==> src/logic/ftf_pkg.sv <==
// constants for the flash timeout and fault flag register bank
package ftf_pkg;
    localparam logic [7:0] DUR_RESET = 8'h6f;
    localparam int TO_LSB = 0;
    localparam int TO_W = 5;
    localparam int CL_LSB = 5;
    localparam int CL_W = 2;
    localparam logic [4:0] TO_RESET = 5'h0f;
    localparam logic [1:0] CL_RESET = 2'h3;
    localparam int FLG_TIMEOUT = 0;
    localparam int FLG_THERMAL = 1;
    localparam int FLG_LED = 2;
    localparam int FLG_SYNC1 = 3;
    localparam int FLG_SYNC2 = 4;
    localparam int FLG_THERM = 5;
    localparam int FLG_FLASH_SUP = 6;
    localparam int FLG_SUP = 7;
    localparam logic [7:0] FLG_RESET = 8'h00;
    localparam int STEP_MS = 32;
    localparam int CLK_KHZ = 125000;
    localparam int STEP_CYCLES = STEP_MS * CLK_KHZ;
endpackage : ftf_pkg

==> src/logic/ftf_regs.sv <==
// duration register, flash timer and clear-on-read fault flags
// Summary of operation
// - the timeout code gives a flash timeout of (code+1) steps of 32 ms.
// - reading the flags register clears every flag except one set in that same cycle, each flag holding until that read.
// - flag bits are timeout, thermal, led, sync1, sync2, thermistor, flash supply, supply; reset 0.
// - the led fault flag sets on an open or shorted led output.
// - each sync input flag sets on a change of that input while in sync-input mode.
// - the thermistor flag sets when sensing is enabled and the pin is below 1 V.
// - supply flags set when their monitor is enabled and the supply trips; the flash supply flag also needs the flash on.
`timescale 1ns/100ps
module ftf_regs #(
    parameter int STEP_CYCLES = ftf_pkg::STEP_CYCLES
) (
    // clock and reset
    input wire logic i_core_clk,
    input wire logic i_rst_b,
    // register port from the serial bus engine
    input wire logic i_dur_wr,
    input wire logic [7:0] i_dur_wdata,
    input wire logic i_flags_rd,
    output logic [7:0] o_dur_rdata,
    output logic [7:0] o_flags_rdata,
    // flash control
    input wire logic i_flash_req,
    output logic o_flash_on,
    output logic [1:0] o_current_limit_sel,
    // raw conditions from pins and analog sensing
    input wire logic i_thermal_trip,
    input wire logic i_led_open_short,
    input wire logic i_pa_sync_in_first,
    input wire logic i_pa_sync_in_second,
    input wire logic i_sync1_mode,
    input wire logic i_sync2_mode,
    input wire logic i_thermistor_sense_en,
    input wire logic i_indicator_thermistor_pin_low,
    input wire logic i_sup_mon_en,
    input wire logic i_sup_below,
    input wire logic i_flash_sup_mon_en,
    input wire logic i_flash_sup_below
);
    localparam int NRAW = 8;
    // 0 thermal,1 led,2 sync1,3 sync2,4 therm pin,5 sup,6 flash sup,7 flash req
    logic [NRAW-1:0] raw_in;
    logic [NRAW-1:0] s1_reg;
    logic [NRAW-1:0] s2_reg;
    logic [NRAW-1:0] s3_reg;
    logic [2:0] prime_reg;
    logic [1:0] sync_chg;
    logic [4:0] to_reg;
    logic [4:0] to_next;
    logic [1:0] cl_reg;
    logic [1:0] cl_next;
    logic [7:0] flg_reg;
    logic [7:0] flg_next;
    logic [7:0] set_vec;
    logic [4:0] step_cnt_reg;
    logic [4:0] step_cnt_next;
    logic [31:0] cyc_reg;
    logic [31:0] cyc_next;
    logic on_reg;
    logic on_next;
    logic [7:0] rdata_reg;
    logic [7:0] rdata_next;
    logic expire;

    assign raw_in = {i_flash_req, i_flash_sup_below, i_sup_below,
                     i_indicator_thermistor_pin_low, i_pa_sync_in_second,
                     i_pa_sync_in_first, i_led_open_short, i_thermal_trip};

    // two-stage synchroniser, third stage only for edge detection
    always_ff @(posedge i_core_clk or negedge i_rst_b)
    begin
        if (!i_rst_b)
        begin
            s1_reg <= '0;
            s2_reg <= '0;
            s3_reg <= '0;
            prime_reg <= '0;
        end
        else
        begin
            s1_reg <= raw_in;
            s2_reg <= s1_reg;
            s3_reg <= s2_reg;
            prime_reg <= {prime_reg[1:0], 1'b1};
        end
    end

    // edge detectors stay blind until the third stage holds pin data, so a pin
    // that is already high at reset release is not taken as a change
    assign sync_chg = {2{prime_reg[2]}} & (s2_reg[3:2] ^ s3_reg[3:2]);

    always_comb
    begin
        to_next = to_reg;
        cl_next = cl_reg;
        if (i_dur_wr)
        begin
            to_next = i_dur_wdata[ftf_pkg::TO_LSB +: ftf_pkg::TO_W];
            cl_next = i_dur_wdata[ftf_pkg::CL_LSB +: ftf_pkg::CL_W];
        end
    end

    // end of one step of the flash timer
    function automatic logic at_step_end(input logic [31:0] cyc);
        return cyc == 32'(STEP_CYCLES - 1);
    endfunction : at_step_end

    // flash timer: steps of 32 ms, expiry after code+1 steps; >= so a shorter code
    // written during a flash ends it at the current step instead of wrapping round
    assign expire = on_reg && at_step_end(cyc_reg) && (step_cnt_reg >= to_reg);

    always_comb
    begin
        on_next = on_reg;
        cyc_next = cyc_reg;
        step_cnt_next = step_cnt_reg;
        if (!on_reg)
        begin
            cyc_next = '0;
            step_cnt_next = '0;
            // a new flash needs a fresh request edge
            on_next = prime_reg[2] && s2_reg[7] && !s3_reg[7];
        end
        else if (!s2_reg[7])
        begin
            on_next = 1'b0;
        end
        else if (expire)
        begin
            on_next = 1'b0;
        end
        else if (at_step_end(cyc_reg))
        begin
            cyc_next = '0;
            step_cnt_next = step_cnt_reg + 5'h01;
        end
        else
        begin
            cyc_next = cyc_reg + 32'h1;
        end
    end

    always_comb
    begin
        set_vec = '0;
        set_vec[ftf_pkg::FLG_TIMEOUT] = expire;
        set_vec[ftf_pkg::FLG_THERMAL] = s2_reg[0];
        set_vec[ftf_pkg::FLG_LED] = s2_reg[1];
        set_vec[ftf_pkg::FLG_SYNC1] = i_sync1_mode && sync_chg[0];
        set_vec[ftf_pkg::FLG_SYNC2] = i_sync2_mode && sync_chg[1];
        set_vec[ftf_pkg::FLG_THERM] = i_thermistor_sense_en && s2_reg[4];
        set_vec[ftf_pkg::FLG_SUP] = i_sup_mon_en && s2_reg[5];
        set_vec[ftf_pkg::FLG_FLASH_SUP] = i_flash_sup_mon_en && on_reg && s2_reg[6];
        // read snapshot is taken before the clear; a same-cycle set survives
        rdata_next = rdata_reg;
        if (i_flags_rd)
        begin
            rdata_next = flg_reg;
        end
        flg_next = (i_flags_rd ? 8'h00 : flg_reg) | set_vec;
    end

    always_ff @(posedge i_core_clk or negedge i_rst_b)
    begin
        if (!i_rst_b)
        begin
            to_reg <= ftf_pkg::TO_RESET;
            cl_reg <= ftf_pkg::CL_RESET;
            flg_reg <= ftf_pkg::FLG_RESET;
            on_reg <= 1'b0;
            cyc_reg <= '0;
            step_cnt_reg <= '0;
            rdata_reg <= '0;
        end
        else
        begin
            to_reg <= to_next;
            cl_reg <= cl_next;
            flg_reg <= flg_next;
            on_reg <= on_next;
            cyc_reg <= cyc_next;
            step_cnt_reg <= step_cnt_next;
            rdata_reg <= rdata_next;
        end
    end

    assign o_dur_rdata = {1'b0, cl_reg, to_reg};
    assign o_flags_rdata = rdata_reg;
    assign o_flash_on = on_reg;
    assign o_current_limit_sel = cl_reg;

    clear_on_read_a: assert property (@(posedge i_core_clk) disable iff (!i_rst_b)
        i_flags_rd && !(|set_vec) |=> flg_reg == 8'h00) else $error("flags not cleared");
    read_snapshot_a: assert property (@(posedge i_core_clk) disable iff (!i_rst_b)
        i_flags_rd |=> o_flags_rdata == $past(flg_reg)) else $error("bad flag readback");
    read_hold_a: assert property (@(posedge i_core_clk) disable iff (!i_rst_b)
        !i_flags_rd |=> $stable(o_flags_rdata)) else $error("flag readback changed");
    sticky_flag_a: assert property (@(posedge i_core_clk) disable iff (!i_rst_b)
        !i_flags_rd |=> (flg_reg & $past(flg_reg)) == $past(flg_reg)) else $error("flag lost");
    timeout_end_a: assert property (@(posedge i_core_clk) disable iff (!i_rst_b)
        expire |=> !o_flash_on && flg_reg[0]) else $error("timeout did not end flash");
    thermal_flag_a: assert property (@(posedge i_core_clk) disable iff (!i_rst_b)
        s2_reg[0] |=> flg_reg[1]) else $error("thermal flag");
    sync_gate_a: assert property (@(posedge i_core_clk) disable iff (!i_rst_b)
        !i_sync1_mode && !i_flags_rd && !flg_reg[3] |=> !flg_reg[3]) else $error("sync1 flag");
    sync2_gate_a: assert property (@(posedge i_core_clk) disable iff (!i_rst_b)
        !i_sync2_mode && !i_flags_rd && !flg_reg[4] |=> !flg_reg[4]) else $error("sync2 flag");
    sync_edge_a: assert property (@(posedge i_core_clk) disable iff (!i_rst_b)
        i_sync1_mode && sync_chg[0] |=> flg_reg[3]) else $error("sync1 change missed");
    therm_gate_a: assert property (@(posedge i_core_clk) disable iff (!i_rst_b)
        i_thermistor_sense_en && s2_reg[4] |=> flg_reg[5]) else $error("thermistor flag");
    led_flag_a: assert property (@(posedge i_core_clk) disable iff (!i_rst_b)
        s2_reg[1] |=> flg_reg[2]) else $error("led flag");
    sup_flag_a: assert property (@(posedge i_core_clk) disable iff (!i_rst_b)
        i_sup_mon_en && s2_reg[5] |=> flg_reg[7]) else $error("supply flag");
    flash_sup_a: assert property (@(posedge i_core_clk) disable iff (!i_rst_b)
        i_flash_sup_mon_en && o_flash_on && s2_reg[6] |=> flg_reg[6])
        else $error("flash supply flag");
    flash_sup_gate_a: assert property (@(posedge i_core_clk) disable iff (!i_rst_b)
        !(i_flash_sup_mon_en && o_flash_on) && !i_flags_rd && !flg_reg[6] |=> !flg_reg[6])
        else $error("flash supply gate");
    dur_write_a: assert property (@(posedge i_core_clk) disable iff (!i_rst_b)
        i_dur_wr |=> o_dur_rdata[6:0] == $past(i_dur_wdata[6:0])) else $error("dur write");
    cl_out_a: assert property (@(posedge i_core_clk) disable iff (!i_rst_b)
        !i_dur_wr |=> $stable(o_current_limit_sel)) else $error("limit sel");
endmodule : ftf_regs

==> config.mk <==
export PLATFORM = sky130hd
export DESIGN_NAME = ftf_regs
export DESIGN_NICKNAME = d
export VERILOG_FILES = /design/src/logic/ftf_pkg.sv /design/src/logic/ftf_regs.sv
export SDC_FILE = /design/constraint.sdc
export NUM_CORES = 1
export LEC_CHECK = 0
export BUFFER_PORTS_ARGS = -buffer_cell sky130_fd_sc_hd__buf_2
export CAP_MARGIN = 20
export CORE_MARGIN = 2
export CORE_UTILIZATION = 62
export DETAILED_ROUTE_END_ITERATION = 16
export GPL_TIMING_DRIVEN = 0
export PLACE_DENSITY = 0.88
export SLEW_MARGIN = 25
export SYNTH_ARGS = -nofsm -noshare
export SYNTH_HDL_FRONTEND = slang
export SYNTH_SLANG_ARGS = --single-unit
==> constraint.sdc <==
create_clock -name i_core_clk -period 8 [get_ports i_core_clk]
set_clock_uncertainty 0.2 [all_clocks]
set_input_delay 1.6 -clock i_core_clk [delete_from_list [all_inputs] [get_ports i_core_clk]]
set_output_delay 1.6 -clock i_core_clk [all_outputs]
set_load 0.005 [all_outputs]
# After elaboration in Yosys (flattened, before gate mapping)
# Cells that the tools add are included.
# totals
regBits	88
latch_bits	0
mem_bits_rw	0
rom_bits	0
out_inout_bits	19
wordCells	46
mem_count	0
# op_classes
n_addsub	2
n_mul	0
div	0
magnitude_cmp	1
eq_ne	4
n_shift	0
mux	12
n_bitwise	3
n_reduce_logical	13
# ops
operator	n
2-to-1 mux 32 bit	4
adder 32 x 1 -> 32 bit (second input constant)	1
equality test 32 x 22 -> 1 bit (second input constant)	1
2-to-1 mux 5 bit	4
logical AND 1 bit	10
2-to-1 mux 8 bit	1
bitwise OR 8 bit	1
adder 5 x 1 -> 5 bit (second input constant)	1
greater-or-equal comparator 5 bit	1
!= test 2 bit (second input constant)	2
2-to-1 mux 1 bit	3
AND reduction 3 bit	1
AND 2 bit	1
!= test 2 x 1 -> 1 bit (second input constant)	1
AND reduction 2 bit	1
bitwise XOR 2 bit	1
zero test 1 bit	1

# Depth between registers and ports, before layout
# Gate-level depths: netlist of the first run.
# logic_depth
ltp_word	6
depth_mapped	9
depth_no_buf	7

# Worst setup path before layout of the first run
# OpenSTA, ideal clock, no wires.
# synth_path
kind	input -> register
from	input port i_flags_rd
to	register flg_reg[3]
setup_time_ns	0.122
arrival_ns	2.288
slack_ns	5.391
cell_stages	3
n_path_buf	1
cell_sequence	clkbuf_1 inv_1 a32o_1
# synth_between
elab_chain_cells	2
# synth_rtl
element	line_no	rtl
start: declaration	ftf_regs.sv:20	input wire logic i_flags_rd,
2-to-1 mux 8 bit	ftf_regs.sv:161	flg_next = (i_flags_rd ? 8'h00 : flg_reg) | set_vec;
bitwise OR 8 bit	ftf_regs.sv:161	
net flg_next[3]	ftf_regs.sv:54	logic [7:0] flg_next;
end signal: assignment	ftf_regs.sv:170	flg_reg <= ftf_pkg::FLG_RESET;
end signal: assignment	ftf_regs.sv:180	flg_reg <= flg_next;
end: declaration	ftf_regs.sv:53	logic [7:0] flg_reg;
# The timed path passes the listed nets, and every way through them passes these cells.
# A chain may end at the register's enable or synchronous reset.

# Final worst setup path of the first run
# layout_path
from	register to_reg[3]
to	register cyc_reg[23]
# layout_between
elab_chain_cells	4
# layout_rtl
element	line_no	rtl
start: declaration	ftf_regs.sv:49	logic [4:0] to_reg;
start signal: assignment	ftf_regs.sv:168	to_reg <= ftf_pkg::TO_RESET;
start signal: assignment	ftf_regs.sv:178	to_reg <= to_next;
greater-or-equal comparator 5 bit	ftf_regs.sv:111	assign expire = on_reg && at_step_end(cyc_reg) && (step_cnt_reg >= to_reg);
logical AND 1 bit	ftf_regs.sv:111	
!= test 2 bit (no line)	-	
AND reduction 2 bit (no line)	-	
end signal: assignment	ftf_regs.sv:182	cyc_reg <= cyc_next;
end: declaration	ftf_regs.sv:58	logic [31:0] cyc_reg;
# Every way passes these cells.

==> flow_metrics.env, run 1 <==
export IMPL_required_ns=8.05
export IMPL_yosys_area_top_type_share=0.498
export IMPL_synth_fa_ha_area_frac=0.0226
export IMPL_core_area_um2=5990
export IMPL_area_delta_synth_final_pct=13.3
export IMPL_dr_pass1_iters=5
export IMPL_synthTopCellsByArea="dfrtp_1 50%, dfstp_2 4.1%, mux2_2 3.2%, xnor2_1 3.2%, mux2i_1 3.1%"
export IMPL_cp_data_arrival_time_ns=2.99
export IMPL_cts_inserted_buffers=9
export IMPL_postLayoutSetupSlackWorst_ns=5.06
export IMPL_synth_seq_area_share=0.539
export IMPL_final_cell_mix="77 x dfrtp_1, 41 x buf_2, 29 x nand2_1"
export IMPL_p_seq_frac=0.564
export IMPL_highest_layer="met4"
export IMPL_slew_headroom=0.556
export IMPL_clockRootBuffer="clkbuf_8"
export IMPL_vias_per_cell=6.11
export IMPL_fin_crit_sh=0.368
export IMPL_ant_nets=0
export IMPL_insertion_delay_ns=0.36
export IMPL_power_switching_uw=208
export IMPL_place_congestion=0.900
export IMPL_dieArea_um2=6890
export IMPL_synth_largest_area_cell="dfrtp_1"
export IMPL_htree_levels=3
export IMPL_synth_edf_count=0
export IMPL_io_buffers=40
export IMPL_wl_met1_um=3330
export IMPL_preCtsSetupSlack_ns=5.05
export IMPL_postCtsHoldBufs=0
export IMPL_drc=0
export IMPL_rsz0062_at_grt="false"
export IMPL_synth_top_family_by_area="simple AND/OR/NAND/NOR gates"
export IMPL_die_width_um=83.0
export IMPL_syn_mean_instance_area_um2=10.7
export IMPL_dr_wl_met2_um=4040
export IMPL_via_count=3020
export IMPL_synth_xor_area_share=0.0362
export IMPL_grt_pass1_vias=3056
export IMPL_fillers=426
export IMPL_antenna_found_initial=0
export IMPL_yosysUniqueCellTypes=53
export IMPL_synth_compound_gate_area_share=0.0889
export IMPL_fin_crit_ns=2.94
export IMPL_p_int_uw=583
export IMPL_final_common_cell="dfrtp_1"
export IMPL_setup_viol=0
export IMPL_cts_buffer_depth=2
export IMPL_worst_hold_path_type="flop to flop"
export IMPL_grt_pass1_wl_um=13900
export IMPL_fmax_mhz=340
export IMPL_path_max_fanout=10
export IMPL_final_layout_size_suffix_gt1_frac=0.215
export IMPL_yosys_area_share_simple=0.212
export IMPL_rows=28
export IMPL_synthCells=362
export IMPL_layout_nets=446
export IMPL_power_uw=791
export IMPL_crit_path_start_kind="flop"
export IMPL_tritoncts="yes"
export IMPL_met3_length_um=505
export IMPL_syn_num_nets=394
export IMPL_drtIter0Drc=284
export IMPL_ys_warn_count=0
export IMPL_worst_slew_pin_transition_ns=0.663
export IMPL_synthArstFlopShare=1.00
export IMPL_max_cap_viol_count=0
export IMPL_ys_ff_latch=83
export IMPL_overflow=0
export IMPL_leakage_uw=0.00187
export IMPL_critPathCaptureType="flop"
export IMPL_hold_ws_ns=0.155
export IMPL_antenna_cells=0
export IMPL_path_clk_slew_ns=0.09
export IMPL_wl_per_cell_um=16.4
export IMPL_synthFlopType="dfrtp_1"
export IMPL_vdd_drop_max_mv=0.170
export IMPL_slew_viol_final=0
export IMPL_wirelength_um=8080
export IMPL_initial_utilization=0.646
export IMPL_synthMuxAreaShare=0.0631
export IMPL_outcome="finished, final reports clean"
export IMPL_ctsResizeCount=0
export IMPL_grt_max_degree=58
export IMPL_dp_hpwl_um=5720
export IMPL_post_cts_buffers=0
export IMPL_syn_cell_area_um2=3870
export IMPL_hold_viol=0
export IMPL_combPwrFrac=0.079
export IMPL_sw_frac_of_total=0.263
export IMPL_largest_register_ffs=32
export IMPL_fin_tns_setup_ns=0
export IMPL_critPathKind="flop to flop"
export IMPL_numClockSinks=83
export IMPL_power_density_nw_per_um2=180
export IMPL_fp_dieH_um=83.0
export IMPL_ioPinCount=44
export IMPL_track_usage=0.252
export IMPL_clkPwrFrac=0.357
-- cells by family after synthesis --
logic type | count (synthesis)
and+or+nand+nor | 150
muxes | 23
other | 2
buffers and inverters | 31
adders and majority gates | 7
AOI/OAI and AO/OA | 50
DFF | 83
xor gates and xnor gates | 16
-- area by class of cell --
type / instances / area, um^2 / share of cell area
Buffer: 20 / 98.8 / 0.0226
Clock buffer: 9 / 124 / 0.0283
Clock inverter: 7 / 58.8 / 0.0134
Inverter: 11 / 41.3 / 0.00942
Multi-Input combinational cell: 248 / 1650 / 0.377
Sequential cell: 83 / 2080 / 0.476
Tap cell: 75 / 93.8 / 0.0214
Timing Repair Buffer: 41 / 230 / 0.0525
-- worst paths after layout --
path | startpoint | endpoint | slack [ns] | depth (start not counted)
max | to_reg[3] | cyc_reg[23] | 5.06 | 9
min | s1_reg[3] | s2_reg[3] | 0.16 | 0
max reg2reg | to_reg[3] | cyc_reg[23] | 5.06 | 9
min reg2reg | s1_reg[3] | s2_reg[3] | 0.16 | 0
max in group asynchronous | i_rst_b | o_current_limit_sel[1] | 6.04 | 2
min in group asynchronous | i_rst_b | step_cnt_reg[2] | 0.95 | 1
-- stage by stage --
step,utilization,instance area [um^2],std cells
final,0.732,4380,494
after global routing,0.732,4380,494
after CTS,0.730,4380,494
after detailed placement,0.700,4190,478
after global placement,0.695,4160,477
after floorplan,-,3870,362
-- power by group through the flow --
stage          Sequential [uW]  Clock (uW)  Combinational, uW
4_1_cts                    446         287               63.0
2_1_floorplan              454           0               29.5
6_report                   446         283               62.3
3_3_place_gp               453           0               58.3
5_1_grt                    448         306               69.7
3_5_place_dp               455           0               62.9
-- per-layer routing --
metal,GRT usage,up-vias
li1,-,1394
met1,0.325,1476
met2,0.402,130
met3,0.0547,20
met4,0.131,0
met5,0,-
-- synthesized netlist by cell type (all sizes together), types with 2 or more instances --
| library cell | instances |
|---|---|
| nor3b | 2 |
| o211ai | 3 |
| a211oi | 3 |
| nand3 | 20 |
| nand2 | 29 |
| a21boi | 4 |
| a32o | 3 |
| or4b | 2 |
| inv | 11 |
| a22o | 3 |
| xor2 | 2 |
| or3 | 6 |
| nand4 | 13 |
| and2 | 6 |
| o21ai | 10 |
| nand3b | 5 |
| nor4b | 2 |
| a21oi | 13 |
| nor3 | 17 |
| xnor2 | 14 |
| conb | 2 |
| nor4 | 7 |
| nor2 | 22 |
| ha | 7 |
| clkbuf | 12 |
| o21bai | 2 |
| dfstp | 6 |
| nand2b | 7 |
| a21o | 2 |
| and3 | 5 |
| and4 | 4 |
| buf | 8 |
| dfrtp | 77 |
| mux2 | 11 |
| mux2i | 12 |
-- critical path, cell delays in order (launching register included) --
cell and delay, ns:
dfstp_2 0.54, inv_1 0.05, ha_1 0.30, a211o_1 0.31, o21bai_1 0.17, a2111o_1 0.41
buf_6 0.16, nand2_1 0.31, buf_2 0.29, nor2_1 0.08
Note: power is estimated with default switching activity, not from simulation.
==> run 2: changes to the inputs <==
--- a/config.mk
+++ b/config.mk
@@ -8,10 +8,10 @@
 export BUFFER_PORTS_ARGS = -buffer_cell sky130_fd_sc_hd__buf_2
 export CAP_MARGIN = 20
 export CORE_MARGIN = 2
-export CORE_UTILIZATION = 62
+export CORE_UTILIZATION = 58
 export DETAILED_ROUTE_END_ITERATION = 16
 export GPL_TIMING_DRIVEN = 0
-export PLACE_DENSITY = 0.88
+export PLACE_DENSITY = 0.83
 export SLEW_MARGIN = 25
 export SYNTH_ARGS = -nofsm -noshare
 export SYNTH_HDL_FRONTEND = slang
==> constraint.sdc (replaced) <==
create_clock -name i_core_clk -period 3 [get_ports i_core_clk]
set_clock_uncertainty 0.2 [all_clocks]
set_input_delay 0.6 -clock i_core_clk [delete_from_list [all_inputs] [get_ports i_core_clk]]
set_output_delay 0.6 -clock i_core_clk [all_outputs]
set_load 0.005 [all_outputs]
==> flow_metrics.env, run 2 (same netlist as run 1, synthesis figures left out) <==
export IMPL_required_ns=3.05
export IMPL_path_max_fanout=10
export IMPL_vias_per_cell=5.96
export IMPL_setup_viol=0
export IMPL_core_area_um2=6390
export IMPL_dp_hpwl_um=5450
export IMPL_die_width_um=85.7
export IMPL_largest_register_ffs=32
export IMPL_layout_nets=447
export IMPL_fp_dieH_um=85.7
export IMPL_rows=29
export IMPL_initial_utilization=0.606
export IMPL_crit_path_top_delay_cell="dfstp_2"
export IMPL_worst_slew_pin_transition_ns=0.684
export IMPL_fin_cells=497
export IMPL_drc=0
export IMPL_slew_viol_final=0
export IMPL_final_cell_mix="77 x dfrtp_1, 41 x buf_2, 28 x nand2_1"
export IMPL_power_density_nw_per_um2=495
export IMPL_fin_util=0.693
export IMPL_grt_pass1_wl_um=13100
export IMPL_overflow=0
export IMPL_fin_crit_ns=2.85
export IMPL_fillers=476
export IMPL_fin_tns_setup_ns=0
export IMPL_tritoncts="yes"
export IMPL_fmax_mhz=351
export IMPL_drtIter0Drc=201
export IMPL_max_cap_viol_count=0
export IMPL_htree_levels=3
export IMPL_leakage_uw=0.00188
export IMPL_critPathKind="flop to flop"
export IMPL_final_common_cell="dfrtp_1"
export IMPL_ioPinCount=44
export IMPL_dieArea_um2=7340
export IMPL_dp_cells=480
export IMPL_dr_pass1_iters=5
export IMPL_preCtsSetupSlack_ns=0.0949
export IMPL_io_buffers=40
export IMPL_numClockSinks=83
export IMPL_postLayoutSetupSlackWorst_ns=0.154
export IMPL_antenna_cells=0
export IMPL_final_layout_size_suffix_gt1_frac=0.217
export IMPL_rsz0062_at_grt="false"
export IMPL_cts_inserted_buffers=9
export IMPL_critPathCaptureType="flop"
export IMPL_wl_per_cell_um=15.5
export IMPL_crit_chain="inv_1, ha_1, a211o_1, o21bai_1, a2111o_1, buf_6, buf_1, o211ai_1, nand2_1"
export IMPL_outcome="finished, final reports clean"
export IMPL_track_usage=0.226
export IMPL_grt_max_degree=54
export IMPL_via_count=2960
export IMPL_clockRootBuffer="clkbuf_8"
export IMPL_hold_viol=0
export IMPL_area_delta_synth_final_pct=14.4
export IMPL_cts_buffer_depth=2
export IMPL_insertion_delay_ns=0.36
export IMPL_post_cts_buffers=0
export IMPL_vdd_drop_max_mv=0.439
export IMPL_fin_crit_sh=0.949
export IMPL_worst_hold_path_type="input port to flop"
export IMPL_ant_nets=0
export IMPL_path_clk_slew_ns=0.09
export IMPL_grt_pass1_vias=2839
export IMPL_crit_path_start_kind="flop"
export IMPL_place_congestion=0.883
export IMPL_wirelength_um=7720
export IMPL_critPathMaxStageDelay_ns=0.53
export IMPL_cp_data_arrival_time_ns=2.89
export IMPL_slew_headroom=0.541
export IMPL_antenna_found_initial=0
run 2: changes by cell type in the layout (fill, tap and decap cells not counted):
cell / before / now
nand2_1: 29 / 28
inv_8: 1 / 0
clkinv_2: 1 / 0
bufinv_16: 0 / 1
clkbuf_8: 9 / 10
inv_6: 3 / 2
nand2_2: 0 / 1
dlygate4sd3_1: 0 / 1
clkinvlp_4: 1 / 2
run 2: repair_timing:
item / CTS / global route
endpoints found under the hold margin: 24 / 0
setup endpoints to repair: 0 / 12
hold buffers: 1 / 0
resized for setup: 0 / 2
run 2: layer usage:
metal  share of wire  GRT usage  up-vias
met5               0          0        -
met4           0.017     0.0895        0
met3           0.048     0.0414       12
met2            0.49      0.371       89
met1            0.45      0.300     1464
li1                -          -     1395
run 2: worst paths after layout:
path | from | to | depth (start not counted) | slack, ns
worst min-delay path | i_indicator_thermistor_pin_low | s1_reg[4] | 1 | 0.14
worst max-delay path | to_reg[3] | step_cnt_reg[3] | 9 | 0.15
worst max register to register | to_reg[3] | step_cnt_reg[3] | 9 | 0.15
max in group asynchronous | i_rst_b | cyc_reg[12] | 3 | 1.51
worst min register to register | prime_reg[1] | prime_reg[2] | 0 | 0.15
min in group asynchronous | i_rst_b | step_cnt_reg[0] | 2 | 0.51
run 2: critical path, delay by kind of cell, from the launching register on:
family | cells | cell delay (ns)
buffers and inverters | 3 | 0.47
adders and majority gates | 1 | 0.31
and+or+nand+nor | 1 | 0.07
AOI/OAI and AO/OA | 4 | 1.15
DFF | 1 | 0.53
run 2: power by group:
group	leakage (uW)	switching, uW	internal, uW
Clock	0.0000995	419	414
Combinational	0.000717	92.4	73.7
Sequential	0.00106	20.9	1170
run 2: per-stage QoR:
stage               hold WS, ns  area [um^2]  power, uW
floorplan                 0.104         3870       1290
global placement          0.131         4170       1360
detailed placement        0.135         4200       1380
CTS                       0.131         4410       2210
global route              0.121         4420       2280
finish                    0.141         4420       2190
run 2: layout make-up:
class | instances | area (um^2) | share of cell area
timing repair buffer | 42 | 240 | 0.0543
clock inverter | 6 | 71.3 | 0.0161
tap | 77 | 96.3 | 0.0218
buffer | 20 | 98.8 | 0.0223
multi-input combinational | 248 | 1650 | 0.374
sequential | 83 | 2080 | 0.471
inverter | 11 | 41.3 | 0.00933
clock buffer | 10 | 138 | 0.0311
